[src/rtl/hcs_cfg.svh]
// hcs_cfg.svh: constants of the host control service decoder
`ifndef HCS_CFG_SVH
`define HCS_CFG_SVH
// request codes seen from the host
`define HCS_OP_SYSSTAT 8'h0D
`define HCS_OP_STOP 8'h0E
`define HCS_OP_EXIT 8'h0F
`define HCS_OP_CFG 8'h18
`define HCS_OP_CFG_MASK 8'hF8
`define HCS_OP_REGWR 8'h28
`define HCS_OP_REGRD 8'h38
`define HCS_OP_REG_MASK 8'hFC
// configure request bit positions
`define HCS_CFG_BIT_P 2
`define HCS_CFG_BIT_C 1
`define HCS_CFG_BIT_M 0
// indication codes sent to the host
`define HCS_IND_SYSSTAT 8'h4B
`define HCS_IND_STOP 8'h2B
`define HCS_IND_RESET 8'h03
`define HCS_IND_CFG_LO 3'h1
`define HCS_IND_FRAME_END 8'hCB
// timing
`define HCS_CLK_HZ 50000000
`define HCS_TICK_HZ 1000000
`define HCS_SILENCE_MS 2.6
// crc
`define HCS_CRC_INIT 16'hFFFF
`define HCS_CRC_POLY 16'h1021
// software register port
`define HCS_ADDR_STATUS 2'h0
`define HCS_ADDR_CTRL 2'h1
`define HCS_CTRL_BUSY 0
`define HCS_CTRL_AA 1
`endif

[src/rtl/hcs_pkg.sv]
// hcs_pkg.sv: types of the host control service decoder
`default_nettype none
package hcs_pkg;
   typedef enum logic [3:0] {
      HCS_M_PWRUP = 4'h1,
      HCS_M_SYNC = 4'h2,
      HCS_M_STOP = 4'h4,
      HCS_M_NORMAL = 4'h8
   } hcs_mode_e;
   typedef enum logic [5:0] {
      HCS_FE_IDLE = 6'h01,
      HCS_FE_CRC_HI = 6'h02,
      HCS_FE_CRC_LO = 6'h04,
      HCS_FE_MARK = 6'h08,
      HCS_FE_STATE = 6'h10,
      HCS_FE_SILENT = 6'h20
   } hcs_fe_e;
   typedef struct packed {
      logic linear_reg_ok;
      logic dcdc2_ok;
      logic bus_voltage_ok;
      logic tank_cap_ok;
      logic osc_freq_ok;
      logic thermal_warning_flag;
   } hcs_mon_s;
   typedef struct packed {
      logic valid;
      logic [7:0] data;
   } hcs_byte_s;
   typedef struct packed {
      logic autopoll;
      logic crc;
      logic marker;
   } hcs_feat_s;
   typedef struct packed {
      logic wr;
      logic rd;
      logic [1:0] addr;
      logic [7:0] wdata;
   } hcs_sw_req_s;
endpackage : hcs_pkg
`default_nettype wire

[src/rtl/hcs_crc16.sv]
// hcs_crc16.sv: byte-wide crc-16-ccitt accumulator
`timescale 1ns/1ps
`default_nettype none
`include "hcs_cfg.svh"
module hcs_crc16 (
   // clock and reset
   input wire logic sys_clk,
   input wire logic arst_n,
   // control and data
   input wire logic clr,
   input wire logic en,
   input wire logic [7:0] data,
   // result
   output logic [15:0] crc
);
   import hcs_pkg::*;
   typedef struct packed {
      logic [15:0] crc;
   } hcs_crc_state_s;
   hcs_crc_state_s s_q;
   hcs_crc_state_s s_d;
   logic [15:0] chain [0:8];

   // one shift stage per data bit, msb first
   assign chain[0] = s_q.crc;
   for (genvar i = 0; i < 8; i++) begin : g_bit
      logic fb;
      assign fb = chain[i][15] ^ data[7-i];
      assign chain[i+1] = {chain[i][14:0], 1'b0} ^ (fb ? `HCS_CRC_POLY : 16'h0000);
   end

   // next state
   always_comb begin
      s_d = s_q;
      if (clr) begin
         s_d.crc = `HCS_CRC_INIT;
      end else if (en) begin
         s_d.crc = chain[8];
      end
   end

   // state register
   always_ff @(posedge sys_clk or negedge arst_n) begin
      if (!arst_n) begin
         s_q <= '{crc: `HCS_CRC_INIT};
      end else begin
         s_q <= s_d;
      end
   end

   assign crc = s_q.crc;

   a_crc_restart: assert property (
      @(posedge sys_clk) disable iff (!arst_n) clr |=> crc == `HCS_CRC_INIT)
      else $error("crc not restarted after clear");
endmodule : hcs_crc16
`default_nettype wire

[src/rtl/hcs_silence.sv]
// hcs_silence.sv: silence timer built on a microsecond tick divider
`timescale 1ns/1ps
`default_nettype none
module hcs_silence #(
   parameter int TICK_CYC = 50,
   parameter int TICKS = 2600
) (
   // clock and reset
   input wire logic sys_clk,
   input wire logic arst_n,
   // control
   input wire logic start,
   // status
   output logic busy
);
   import hcs_pkg::*;
   localparam int DW = $clog2(TICK_CYC + 1);
   localparam int CW = $clog2(TICKS + 1);
   typedef struct packed {
      logic [DW-1:0] div;
      logic [CW-1:0] cnt;
      logic busy;
   } hcs_sil_state_s;
   hcs_sil_state_s s_q;
   hcs_sil_state_s s_d;
   logic tick;

   if (TICK_CYC < 1 || TICKS < 1) begin : g_chk
      $error("silence timer counts must be at least one");
   end

   // tick pulse once per divider period
   assign tick = s_q.busy && (s_q.div == DW'(TICK_CYC - 1));

   // next state
   always_comb begin
      s_d = s_q;
      if (start) begin
         s_d = '{div: '0, cnt: '0, busy: 1'b1};
      end else if (s_q.busy) begin
         s_d.div = tick ? '0 : s_q.div + 1'b1;
         if (tick) begin
            s_d.cnt = s_q.cnt + 1'b1;
            s_d.busy = (s_q.cnt != CW'(TICKS - 1));
         end
      end
   end

   // state register
   always_ff @(posedge sys_clk or negedge arst_n) begin
      if (!arst_n) begin
         s_q <= '{div: '0, cnt: '0, busy: 1'b0};
      end else begin
         s_q <= s_d;
      end
   end

   assign busy = s_q.busy;

   a_sil_start: assert property (
      @(posedge sys_clk) disable iff (!arst_n) start |=> busy && s_q.cnt == '0)
      else $error("silence did not start");
endmodule : hcs_silence
`default_nettype wire

[src/rtl/hcs_top.sv]
// hcs_top.sv: host control service decoder with frame end handling
`timescale 1ns/1ps
`default_nettype none
`include "hcs_cfg.svh"
module hcs_top #(
   parameter int AW = 2,
   parameter int TICK_CYC = `HCS_CLK_HZ / `HCS_TICK_HZ,
   parameter int SILENCE_TICKS = int'(`HCS_SILENCE_MS * 1000.0)
) (
   // clock and reset
   input wire logic sys_clk,
   input wire logic arst_n,
   // monitors and line state
   input wire hcs_pkg::hcs_mon_s mon,
   input wire logic bus_idle,
   input wire logic pwr_ready,
   input wire logic sync_done,
   // bytes from the host
   input wire hcs_pkg::hcs_byte_s rx,
   output logic rx_ready,
   // bytes to the host
   output logic tx_valid,
   output logic [7:0] tx_data,
   input wire logic tx_ready,
   // bytes received from the bus
   input wire hcs_pkg::hcs_byte_s bus_byte,
   output logic bus_ready,
   input wire logic frame_done,
   input wire logic [7:0] frame_state,
   // feature and alert outputs
   output logic autopoll_active,
   output logic crc_active,
   output logic marker_active,
   output logic autoack_active,
   output logic save_alert_n,
   // software register port
   input wire hcs_pkg::hcs_sw_req_s sw,
   output logic [7:0] sw_rdata
);
   import hcs_pkg::*;
   localparam int REG_CNT = 2 ** AW;
   typedef struct packed {
      hcs_mode_e mode;
      hcs_fe_e fe;
      hcs_feat_s feat;
      logic [2:0] cfg_req;
      logic cfg_pend;
      logic ack_pend;
      logic wr_pend;
      logic [AW-1:0] wr_addr;
      logic [REG_CNT-1:0][7:0] regs;
      logic [1:0] resp_n;
      logic [7:0] resp0;
      logic [7:0] resp1;
      logic tx_v;
      logic [7:0] tx_b;
      logic dup;
      logic [15:0] crc_snap;
      logic [7:0] fstate;
      logic [1:0] ctrl;
      logic [7:0] rdata;
      logic alert_n;
   } hcs_top_state_s;
   localparam hcs_top_state_s S_RST = '{mode: HCS_M_PWRUP, fe: HCS_FE_IDLE, default: '0};

   hcs_top_state_s s_q;
   hcs_top_state_s s_d;
   logic take;
   logic free;
   logic bus_take;
   logic sil_start;
   logic sil_busy;
   logic [15:0] crc_now;
   logic [7:0] stat_byte;
   logic [AW-1:0] req_addr;

   if (AW < 1 || AW > 2) begin : g_chk
      $error("register address must be one or two bits");
   end

   // status mode code of the operating state
   function automatic logic [1:0] hcs_code(input hcs_mode_e m);
      unique case (m)
         HCS_M_PWRUP: hcs_code = 2'h0;
         HCS_M_SYNC: hcs_code = 2'h1;
         HCS_M_STOP: hcs_code = 2'h2;
         HCS_M_NORMAL: hcs_code = 2'h3;
         default: hcs_code = 2'h0;
      endcase
   endfunction : hcs_code

   // handshakes toward host and bus source
   assign rx_ready = (s_q.resp_n == 2'h0) && !s_q.cfg_pend;
   assign take = rx.valid && rx_ready;
   assign free = (!s_q.tx_v || tx_ready) && (s_q.fe != HCS_FE_SILENT);
   assign bus_ready = free && (s_q.resp_n == 2'h0) && (s_q.fe == HCS_FE_IDLE)
      && !s_q.dup && !frame_done;
   assign bus_take = bus_byte.valid && bus_ready;
   assign req_addr = rx.data[AW-1:0];

   // status byte from live monitors and current mode
   assign stat_byte = {mon.linear_reg_ok, mon.dcdc2_ok, mon.bus_voltage_ok,
      mon.tank_cap_ok, mon.osc_freq_ok, mon.thermal_warning_flag,
      hcs_code(s_q.mode)};

   // next state of the whole decoder
   always_comb begin
      s_d = s_q;
      s_d.rdata = 8'h00;
      // save alert from the live status bits
      s_d.alert_n = !((~&stat_byte[7:3]) || stat_byte[2]);
      // software port
      if (sw.wr && sw.addr == `HCS_ADDR_CTRL) begin
         s_d.ctrl = sw.wdata[1:0];
      end
      if (sw.rd) begin
         unique case (sw.addr)
            `HCS_ADDR_STATUS: s_d.rdata = {hcs_code(s_q.mode), s_q.cfg_pend, s_q.feat,
               s_q.ctrl[`HCS_CTRL_AA], s_q.ctrl[`HCS_CTRL_BUSY]};
            `HCS_ADDR_CTRL: s_d.rdata = {6'h00, s_q.ctrl};
            default: s_d.rdata = 8'h00;
         endcase
      end
      // host request decode
      if (take && s_q.wr_pend) begin
         s_d.regs[s_q.wr_addr] = rx.data;
         s_d.wr_pend = 1'b0;
      end else if (take) begin
         if (rx.data == `HCS_OP_SYSSTAT) begin
            s_d.resp0 = `HCS_IND_SYSSTAT;
            s_d.resp1 = stat_byte;
            s_d.resp_n = 2'h2;
         end else if (rx.data == `HCS_OP_STOP) begin
            s_d.mode = HCS_M_STOP;
            s_d.ack_pend = 1'b0;
            s_d.resp0 = `HCS_IND_STOP;
            s_d.resp_n = 2'h1;
         end else if (rx.data == `HCS_OP_EXIT) begin
            if (s_q.mode == HCS_M_STOP) begin
               s_d.mode = HCS_M_SYNC;
               s_d.ack_pend = 1'b1;
            end
         end else if ((rx.data & `HCS_OP_CFG_MASK) == `HCS_OP_CFG) begin
            s_d.cfg_req = rx.data[2:0];
            s_d.cfg_pend = 1'b1;
         end else if ((rx.data & `HCS_OP_REG_MASK) == `HCS_OP_REGWR) begin
            s_d.wr_pend = 1'b1;
            s_d.wr_addr = req_addr;
         end else if ((rx.data & `HCS_OP_REG_MASK) == `HCS_OP_REGRD) begin
            s_d.resp0 = s_q.regs[req_addr];
            s_d.resp_n = 2'h1;
         end
      end
      // operating state progress
      unique case (s_q.mode)
         HCS_M_PWRUP: begin
            // a stop request taken in this cycle must not be overridden
            if (pwr_ready && s_d.mode == HCS_M_PWRUP) begin
               s_d.mode = HCS_M_SYNC;
            end
         end
         HCS_M_SYNC: begin
            if (sync_done && !take && s_q.resp_n == 2'h0) begin
               s_d.mode = HCS_M_NORMAL;
               if (s_q.ack_pend) begin
                  s_d.resp0 = `HCS_IND_RESET;
                  s_d.resp_n = 2'h1;
                  s_d.ack_pend = 1'b0;
               end
            end
         end
         HCS_M_STOP: begin
         end
         HCS_M_NORMAL: begin
         end
         default: s_d.mode = HCS_M_PWRUP;
      endcase
      // feature activation, only setting bits, confirmed at once
      if (s_q.cfg_pend && s_q.resp_n == 2'h0 && (bus_idle || s_q.mode != HCS_M_NORMAL)) begin
         s_d.feat.autopoll = s_q.feat.autopoll | s_q.cfg_req[`HCS_CFG_BIT_P];
         s_d.feat.crc = s_q.feat.crc | s_q.cfg_req[`HCS_CFG_BIT_C];
         s_d.feat.marker = s_q.feat.marker | s_q.cfg_req[`HCS_CFG_BIT_M];
         s_d.resp0 = {s_q.ctrl[`HCS_CTRL_BUSY], s_q.ctrl[`HCS_CTRL_AA], s_d.feat,
            `HCS_IND_CFG_LO};
         s_d.resp_n = 2'h1;
         s_d.cfg_pend = 1'b0;
      end
      // transmit register and frame end sequence
      if (s_q.tx_v && tx_ready) begin
         s_d.tx_v = 1'b0;
      end
      if (s_q.fe == HCS_FE_IDLE && frame_done) begin
         s_d.crc_snap = crc_now;
         s_d.fstate = frame_state;
         if (s_q.feat.crc) begin
            s_d.fe = HCS_FE_CRC_HI;
         end else if (s_q.feat.marker) begin
            s_d.fe = HCS_FE_MARK;
         end else begin
            s_d.fe = HCS_FE_SILENT;
         end
      end else if (s_q.fe == HCS_FE_SILENT) begin
         if (!sil_busy) begin
            s_d.fe = HCS_FE_IDLE;
         end
      end else if (free && s_q.resp_n != 2'h0) begin
         s_d.tx_v = 1'b1;
         s_d.tx_b = s_q.resp0;
         s_d.resp0 = s_q.resp1;
         s_d.resp_n = s_q.resp_n - 2'h1;
      end else if (free && s_q.dup) begin
         s_d.tx_v = 1'b1;
         s_d.tx_b = `HCS_IND_FRAME_END;
         s_d.dup = 1'b0;
      end else if (free) begin
         unique case (s_q.fe)
            HCS_FE_IDLE: begin
               if (bus_take) begin
                  s_d.tx_v = 1'b1;
                  s_d.tx_b = bus_byte.data;
                  s_d.dup = s_q.feat.marker && (bus_byte.data == `HCS_IND_FRAME_END);
               end
            end
            HCS_FE_CRC_HI: begin
               s_d.tx_v = 1'b1;
               s_d.tx_b = s_q.crc_snap[15:8];
               s_d.fe = HCS_FE_CRC_LO;
            end
            HCS_FE_CRC_LO: begin
               s_d.tx_v = 1'b1;
               s_d.tx_b = s_q.crc_snap[7:0];
               s_d.fe = s_q.feat.marker ? HCS_FE_MARK : HCS_FE_SILENT;
            end
            HCS_FE_MARK: begin
               s_d.tx_v = 1'b1;
               s_d.tx_b = `HCS_IND_FRAME_END;
               s_d.fe = HCS_FE_STATE;
            end
            HCS_FE_STATE: begin
               s_d.tx_v = 1'b1;
               s_d.tx_b = s_q.fstate;
               s_d.fe = HCS_FE_IDLE;
            end
            HCS_FE_SILENT: begin
            end
            default: s_d.fe = HCS_FE_IDLE;
         endcase
      end
   end

   // silence starts on entry to the silent phase
   assign sil_start = (s_d.fe == HCS_FE_SILENT) && (s_q.fe != HCS_FE_SILENT);

   // state register
   always_ff @(posedge sys_clk or negedge arst_n) begin
      if (!arst_n) begin
         s_q <= S_RST;
      end else begin
         s_q <= s_d;
      end
   end

   // crc over every byte forwarded from the bus
   hcs_crc16 u_crc (
      .sys_clk(sys_clk),
      .arst_n(arst_n),
      .clr(s_q.fe == HCS_FE_IDLE && frame_done),
      .en(bus_take),
      .data(bus_byte.data),
      .crc(crc_now)
   );

   // quiet line after a frame when no marker is used
   hcs_silence #(
      .TICK_CYC(TICK_CYC),
      .TICKS(SILENCE_TICKS)
   ) u_sil (
      .sys_clk(sys_clk),
      .arst_n(arst_n),
      .start(sil_start),
      .busy(sil_busy)
   );

   // outputs
   assign tx_valid = s_q.tx_v;
   assign tx_data = s_q.tx_b;
   assign autopoll_active = s_q.feat.autopoll;
   assign crc_active = s_q.feat.crc;
   assign marker_active = s_q.feat.marker;
   assign autoack_active = s_q.ctrl[`HCS_CTRL_AA];
   assign save_alert_n = s_q.alert_n;
   assign sw_rdata = s_q.rdata;

   a_save_alert: assert property (
      @(posedge sys_clk) disable iff (!arst_n)
      arst_n |=> save_alert_n == !((~&$past(stat_byte[7:3])) || $past(stat_byte[2])))
      else $error("save alert does not follow status bits");
   a_stop_entry: assert property (
      @(posedge sys_clk) disable iff (!arst_n) take && !s_q.wr_pend && rx.data == `HCS_OP_STOP
      |=> s_q.mode == HCS_M_STOP && s_q.resp0 == `HCS_IND_STOP ##1 tx_data == `HCS_IND_STOP)
      else $error("stop request not confirmed");
   a_exit_sync: assert property (
      @(posedge sys_clk) disable iff (!arst_n)
      $rose(s_q.mode == HCS_M_NORMAL) |-> $past(s_q.ack_pend) == (s_q.resp0 == `HCS_IND_RESET))
      else $error("exit acknowledge not tied to sync to normal");
   a_feat_sticky: assert property (
      @(posedge sys_clk) disable iff (!arst_n) (s_q.feat & $past(s_q.feat)) == $past(s_q.feat))
      else $error("feature cleared without reset");
   a_cfg_moment: assert property (
      @(posedge sys_clk) disable iff (!arst_n) $fell(s_q.cfg_pend)
      |-> $past(bus_idle || s_q.mode != HCS_M_NORMAL) && s_q.resp0[7:3] ==
      {s_q.ctrl[`HCS_CTRL_BUSY], s_q.ctrl[`HCS_CTRL_AA], s_q.feat})
      else $error("configure not confirmed at activation");
   a_silent_line: assert property (
      @(posedge sys_clk) disable iff (!arst_n)
      s_q.fe == HCS_FE_SILENT && $past(s_q.fe == HCS_FE_SILENT) |-> !tx_valid || $past(tx_valid))
      else $error("byte started during silence");
   a_marker_seq: assert property (
      @(posedge sys_clk) disable iff (!arst_n)
      s_q.fe == HCS_FE_MARK && free && s_q.resp_n == 2'h0 && !s_q.dup
      |=> tx_data == `HCS_IND_FRAME_END && s_q.fe == HCS_FE_STATE)
      else $error("end marker not sent");
   a_reg_read: assert property (
      @(posedge sys_clk) disable iff (!arst_n)
      take && !s_q.wr_pend && (rx.data & `HCS_OP_REG_MASK) == `HCS_OP_REGRD
      |=> s_q.resp0 == $past(s_q.regs[req_addr]) && s_q.resp_n == 2'h1)
      else $error("register read returned wrong byte");
   a_crc_order: assert property (
      @(posedge sys_clk) disable iff (!arst_n) s_q.fe == HCS_FE_IDLE && frame_done && s_q.feat.crc
      |=> s_q.fe == HCS_FE_CRC_HI && s_q.crc_snap == $past(crc_now))
      else $error("crc not appended");
endmodule : hcs_top
`default_nettype wire

[config.mk]
export PLATFORM = sky130hd
export DESIGN_NAME = hcs_top
export DESIGN_NICKNAME = d
export VERILOG_FILES = /design/src/rtl/hcs_pkg.sv /design/src/rtl/hcs_crc16.sv /design/src/rtl/hcs_silence.sv /design/src/rtl/hcs_top.sv
export VERILOG_INCLUDE_DIRS = /design/src /design/src/rtl
export SDC_FILE = /design/constraint.sdc
export NUM_CORES = 1
export LEC_CHECK = 0
export BUFFER_PORTS_ARGS = -buffer_cell sky130_fd_sc_hd__buf_2
export CAP_MARGIN = 20
export CORE_MARGIN = 5
export CORE_UTILIZATION = 50
export CTS_BUF_LIST = sky130_fd_sc_hd__clkbuf_2
export DETAILED_ROUTE_END_ITERATION = 12
export PLACE_DENSITY = 0.69
export SYNTH_ARGS = -nofsm -noshare
export SYNTH_HDL_FRONTEND = slang
export SYNTH_SLANG_ARGS = --single-unit
export TNS_END_PERCENT = 50
[constraint.sdc]
create_clock -name sys_clk -period 3.06 [get_ports sys_clk]
set_input_delay 0.306 -clock sys_clk [delete_from_list [all_inputs] [get_ports sys_clk]]
set_output_delay 0.306 -clock sys_clk [all_outputs]
set_load 0.05 [all_outputs]
* Yosys cells after proc, flatten, opt, wreduce, memory -nomap -nowiden
Cells that the tools add are included.
Word-level totals: flip-flop bits (word level) 151, bits of input ports 51, word-level logic and storage cells 237
Operators by class: add/sub/neg operators 3, order comparisons 3, equality and inequality tests 33, mux-type cells 84, bitwise gates (word level) 27, reduce and logical (&&, ||, !) cells 58
Operators by type and width (count):
- two-way mux 10 bit | 18
- bitwise XOR 16 bit | 8
- two-way mux 13 bit | 9
- two-way mux 6 bit | 9
- case mux 9 bit (5 select lines) | 1
- two-way mux 19 bit | 2
- two-way mux 18 bit | 2
- bitwise mux 32 bit | 1
- two-way mux 16 bit | 2
- two-way mux 4 bit | 8
- two-way mux 8 bit | 4
- equality test 8 x 4 -> 1 bit (second input constant) | 3
- case mux 6 bit (4 select lines) | 1
- AND reduction 6 bit | 4
- logical AND 1 bit | 23
- nonzero test 2 bit | 11
- equality test 6 x 4 -> 1 bit (second input constant) | 3
- equality test 6 bit (second input constant) | 3
- binary-select mux 8 bit (select 2 bit) | 1
- demux 8 bit (select 2 bit) | 1
- case mux 8 bit (2 select lines) | 1
- two-way mux 1 bit | 14
- adder 12 x 1 -> 12 bit (second input constant) | 1
- two-way mux 3 bit | 4
- 39 further kinds | 74

* Longest topological paths before layout
word-level depth 26, depth in mapped cells 10, depth with buffers taken out 8

* By module
Synthesis repeated with hierarchy kept, for this count alone.
Second synthesis, totals: cell total of the unflattened synthesis 739, area, all modules 7910.1 µm²
By module, submodules not included:
- hcs_top | instances 1, cells an instance 551, area each 5810.6 µm², seq. area each 2905.3 µm²
- hcs_silence | instances 1, cells an instance 108, area each 1057.3 µm², seq. area each 475.5 µm²
- hcs_crc16 | instances 1, cells an instance 80, area each 1042.2 µm², seq. area each 420.4 µm²

* Least setup slack after synthesis
No wires, ideal clock.
path type register -> register, from reg s_q[61] (netlist bit), to reg s_q[81] (netlist bit), arrival time 2.897 ns, required time 2.935 ns, slack 0.038 ns, cell stages (with the launch flop) 7, path buffers 0, clock period less this slack 3.022 ns, cell sequence dfrtp_1 inv_1 ha_1 nor2b_1 nand3_1 nor3b_1 mux2_2
On the way: longest elaborated chain between the ends 4
RTL lines:
- start: declaration | RTL line hcs_top.sv:66 | hcs_top_state_s s_q;
- start signal: assignment | RTL line hcs_top.sv:257 | s_q <= S_RST;
- start signal: assignment | RTL line hcs_top.sv:259 | s_q <= s_d;
- zero test 2 bit | RTL line hcs_top.sv:93 | assign rx_ready = (s_q.resp_n == 2'h0) && !s_q.cfg_pend;
- logical AND 1 bit | RTL line hcs_top.sv:93
- named net rx_ready | RTL line hcs_top.sv:20 | output logic rx_ready,
- logical AND 1 bit | RTL line hcs_top.sv:94 | assign take = rx.valid && rx_ready;
- logical AND 1 bit | RTL line hcs_top.sv:125 | if (take && s_q.wr_pend) begin
The timed path passes the listed nets, and every way through them passes these cells. A chain may end at the register's enable or synchronous reset.

* Worst setup path after layout
from reg s_q[109] (netlist bit), to out bus_ready
On the way: longest elaborated chain between the ends 6, elaborated cells on any way between the ends 7
RTL lines:
- != test 6 bit | RTL line hcs_top.sv:95 | assign free = (!s_q.tx_v || tx_ready) && (s_q.fe != HCS_FE_SILENT);
- logical AND 1 bit | RTL line hcs_top.sv:95
- logical AND 1 bit | RTL line hcs_top.sv:96 | assign bus_ready = free && (s_q.resp_n == 2'h0) && (s_q.fe == HCS_FE_IDLE)
- logical AND 1 bit (*) | RTL line hcs_top.sv:96
- logical AND 1 bit (*) (2 in a row) | RTL line hcs_top.sv:97 | && !s_q.dup && !frame_done;
- end: declaration | RTL line hcs_top.sv:27 | output logic bus_ready,
Every way passes the cells marked *; elsewhere a longest branch is shown, timed or not.

==> summary.md <==
| Metric | Value |
|---|---|
| Number of antenna violations at the first check in global routing | `1` |
| Final design area excluding fillers | `0.008680 mm^2` |
| H-tree levels | `4` |
| Site row count | `45` |
| Diodes inserted | `0` |
| Final critical-path setup slack | `approximately 0.22 ns` |
| Worst min path class | `input pin to flip-flop` |
| Maximum clock frequency | `~350 MHz` |
| P&R area growth vs syn | `14.36%` |
| Primary flip-flop cell chosen by synthesis mapping | `dfrtp_1` |
| Share of layout cells above drive strength 1 | `0.2200` |
| Final setup skew | `roughly 0.025 ns` |
| TritonCTS clock tree | `built` |
| Required time of the critical path | `2.75 ns` |
| Max transition margin | `0.3888` |
| Routability congestion estimate from global placement | `0.8874` |
| Core box area | `0.01503 mm^2` |
| Proportion of total power due to net switching | `0.4056` |
| Die width | `~130 um` |
| Count of state elements after synthesis | `151` |
| Die area | `0.01774 mm^2` |
| Crit. End Element | `output pin` |
| Post-synth EDFFs | `0` |
| Synthesized cell area | `between 0.007 and 0.008 mm^2` |
| YS warnings | `0` |
| Sequential share of power | `0.451` |
| Total of endpoints with negative setup slack in the final report | `0` |
| Vias/cell | `5.628` |
| Part of the Yosys area used for sequential elements | `0.5008` |
| Insertion delay of the later-clocked pin in the worst-skew pair | `0.74 ns` |
| Routed length per placed instance | `roughly 17 um` |
| Number of maximum-capacitance violations | `0` |
| Vias after detailed routing | `5943` |
| Post-detailed-route DRC marker count | `0` |
| GRT Overall Usage | `0.2049` |
| Final-stage net count | `910` |
| Starting density of the core | `0.5049` |
| Max Root-Sink Buffers | `2` |
| Post-synth cell types | `68` |
| Power density over the cells | `775.8 mW/mm^2` |
| Number of nets with antenna violations after routing | `0` |
| Number of port buffers | `68` |
| Y dimension of the die | `~130 um` |
| Tot Pwr | `between 6 and 7 mW` |
| Overflow left after global routing | `0` |
| Inserted Clock Buffers | `17` |
| TritonCTS Sinks | `151` |
| Final slew viol count | `0` |
| Root Driver | `clkbuf_2` |
| Combined area of the multi-input logic cells | `approximately 0.0034 mm^2` |
| Detailed Routing Iterations Pass 1 | `5` |
| Share of synthesized registers carrying an async set or reset | `1.000` |
| Run status | `completed` |
| Layout filler cell count | `1281` |
| DP Worst Slack | `0.3367 ns` |
| CP Max Fanout | `11` |
| Register clock-pin slew on the reported worst setup and hold paths | `0.22 ns` |
| Worst vdd rail ir drop | `approximately 0.32 mV` |
| Internal power of the cells | `4.003 mW` |
| Number of instances in the synthesized netlist | `765` |
| Number of DRC markers in iteration 0 | `roughly 400` |
| Share of the cycle needed by the critical path after routing | `0.9288` |
| Global-route wire length before repair | `29480 um` |
| Leakage dissipation | `4.155 nW` |
| Post-Synthesis Net Count | `820` |
| Power dissipated by switching net loads | `roughly 2.7 mW` |
| Post-DP HPWL | `12430 um` |
| Synth Area per Inst | `9.921 um^2` |
| Total Negative Setup Slacks | `0 ns` |
| Type of the worst setup path | `flip-flop to output pin` |
| Final Hold Violating Endpoints | `0` |
| Sequential cell area | `0.003801 mm^2` |
| Data arrival, critical path | `2.54 ns` |
| RSZ-0062 raised after global routing | `no` |
| Comb power frac | `0.369` |
| Aggregate routed wire length | `17660 um` |
| Min Tclk post-route | `2.842 ns` |
| Largest net degree at the start of global routing | `76` |
| Clock Power Share | `0.180` |
| Post-placement cell area | `0.008030 mm^2` |
| Tightest Pin Transition | `0.9113 ns` |
| Kind of start point of the critical path | `flip-flop` |
| Ports | `75` |
| Via count of the first global-routing pass | `a little under 6000` |
## cell usage after synthesis (3+ instances only)
library cell  instances  area share
o211ai_1             13       0.013
xnor2_1              26       0.030
or3_1                 6      0.0049
nand2b_1              3      0.0025
nor2b_1              13       0.011
a31oi_1               6      0.0049
nand2_1             156       0.077
nand3_1              13      0.0086
mux4_2                8       0.024
a21oi_1              16       0.011
dfrtp_1             133        0.44
or4_1                 3      0.0030
nand4_1               8      0.0066
mux2_2               36       0.053
buf_2                 6      0.0040
and3_1                9      0.0074
nor3_1               10      0.0066
o2111ai_1             8      0.0092
xor2_1               14       0.016
o21ai_0              33       0.022
o211a_1               3      0.0040
dfstp_2              18       0.062
buf_4                17       0.017
a22oi_1               8      0.0079
nand3b_1              4      0.0040
and2_1                6      0.0049
inv_1                22       0.011
a2bb2oi_1             3      0.0035
clkbuf_1             24       0.012
nor4_1                4      0.0033
a21o_1                5      0.0049
nor3b_1               6      0.0059
o31ai_1               5      0.0049
mux2i_1               6      0.0079
ha_1                  4      0.0066
a31o_2                3      0.0035
and2_0                3      0.0025
nor2_1               67       0.033
## cells by family (layout without fill, tap and decap cells)
group,count (synthesis),in the layout,share of synthesized area
AO/OA/AOI/OAI,120,120,0.1108
XOR/XNOR,40,40,0.04616
adder cells (fa/ha/maj),4,4,0.006594
buffers and inverters,72,175,0.04599
flip-flops,151,151,0.5008
multiplexers,50,50,0.08506
AND/OR/NAND/NOR,328,328,0.2046
## critical path, stage by stage, from the launching register on
cell and delay, ns:
dfrtp_1 0.58, or4_1 0.60, nor2_1 0.15, and3_1 0.20, buf_2 0.27
## through the flow
step	hold slack [ns]	util	instances
finish	0.05896	0.5774	1056
global route	0.006734	0.5774	1056
CTS	0.003445	0.5772	1056
detailed placement	0.2574	0.5342	986
global placement	0.2517	0.5342	986
floorplan	0.01041	-	765
## worst paths after layout
check	cells after the start	endpoint	slack, ns	start
worst max-delay path	4	bus_ready	0.22	s_q[109]$_DFF_PN0_
worst min-delay path	4	u_crc.crc[10]$_DFFE_PN1P_	0.06	bus_byte[5]
worst max register to register	7	u_sil.s_q[16]$_DFFE_PN0P_	0.36	tx_valid$_DFF_PN0_
worst min register to register	2	tx_data[4]$_DFFE_PN0P_	0.50	tx_data[4]$_DFFE_PN0P_
max in group asynchronous	4	s_q[29]$_DFFE_PN0P_	1.24	arst_n
min in group asynchronous	3	s_q[20]$_DFFE_PN0P_	0.55	arst_n
## layout by cell type (no fill, tap or decap), types with 4 or more instances in the layout
cell type,synthesis,final
mux2_2,36,36
xor2_1,14,14
o31ai_1,5,5
and2_1,6,6
mux2i_1,6,6
or3_1,6,6
nand2_1,156,155
nor2_1,67,67
clkinv_4,0,5
o211ai_1,13,13
inv_1,22,22
clkbuf_2,0,18
buf_2,6,67
xnor2_1,26,26
nand3_1,13,13
dfrtp_1,133,133
o21ai_0,33,33
nor2b_1,13,13
nor4_1,4,4
buf_4,17,14
nand3b_1,4,4
ha_1,4,4
nor3_1,10,10
dfstp_2,18,18
and3_1,9,9
dlygate4sd3_1,0,38
a21o_1,5,5
o2111ai_1,8,8
a21oi_1,16,16
a22oi_1,8,8
mux4_2,8,8
nand4_1,8,8
a31oi_1,6,6
nor3b_1,6,6
## what timing repair did
action,CTS,global route
setup endpoints to repair,0,2
setup buffers,0,0
endpoints found under the hold margin,207,0
hold buffers,38,0
resized for setup,0,1
## flip-flops by register name (all words and copies together) (netlist names)
| signal | flops |
|---|---|
| autoack_active | 1 |
| autopoll_active | 1 |
| crc_active | 1 |
| marker_active | 1 |
| s_q | 94 |
| save_alert_n | 1 |
| sw_rdata | 8 |
| tx_data | 8 |
| tx_valid | 1 |
| u_crc.crc | 16 |
| u_sil.busy | 1 |
| u_sil.s_q | 18 |
## final cells by class
type                       instances  share of cell area
sequential                       151              0.4379
multi-input combinational        542              0.3966
timing repair buffer             121             0.09817
tap                              188             0.02710
clock inverter                    14             0.02033
clock buffer                      18             0.01038
inverter                          22            0.009514
## per-layer routing
layer / vias up / GRT usage / routed length, um
met5: - / 0 / 13
met3: 22 / 0.04230 / 885
met4: 2 / 0.05543 / 223
met2: 151 / 0.3318 / 8497
li1: 2822 / - / -
met1: 2946 / 0.2829 / 8035
## power groups by stage
| stage | clock network (mW) | logic [mW] | registers, mW |
|---|---|---|---|
| finish | 1.21 | 2.49 | 3.03 |
| CTS | 1.24 | 2.49 | 3.03 |
| floorplan | 0 | 1.95 | 2.94 |
| global route | 1.34 | 2.76 | 3.10 |
| detailed placement | 0 | 2.44 | 3.06 |
| global placement | 0 | 2.35 | 3.04 |
(Power assumes the default switching activity.)
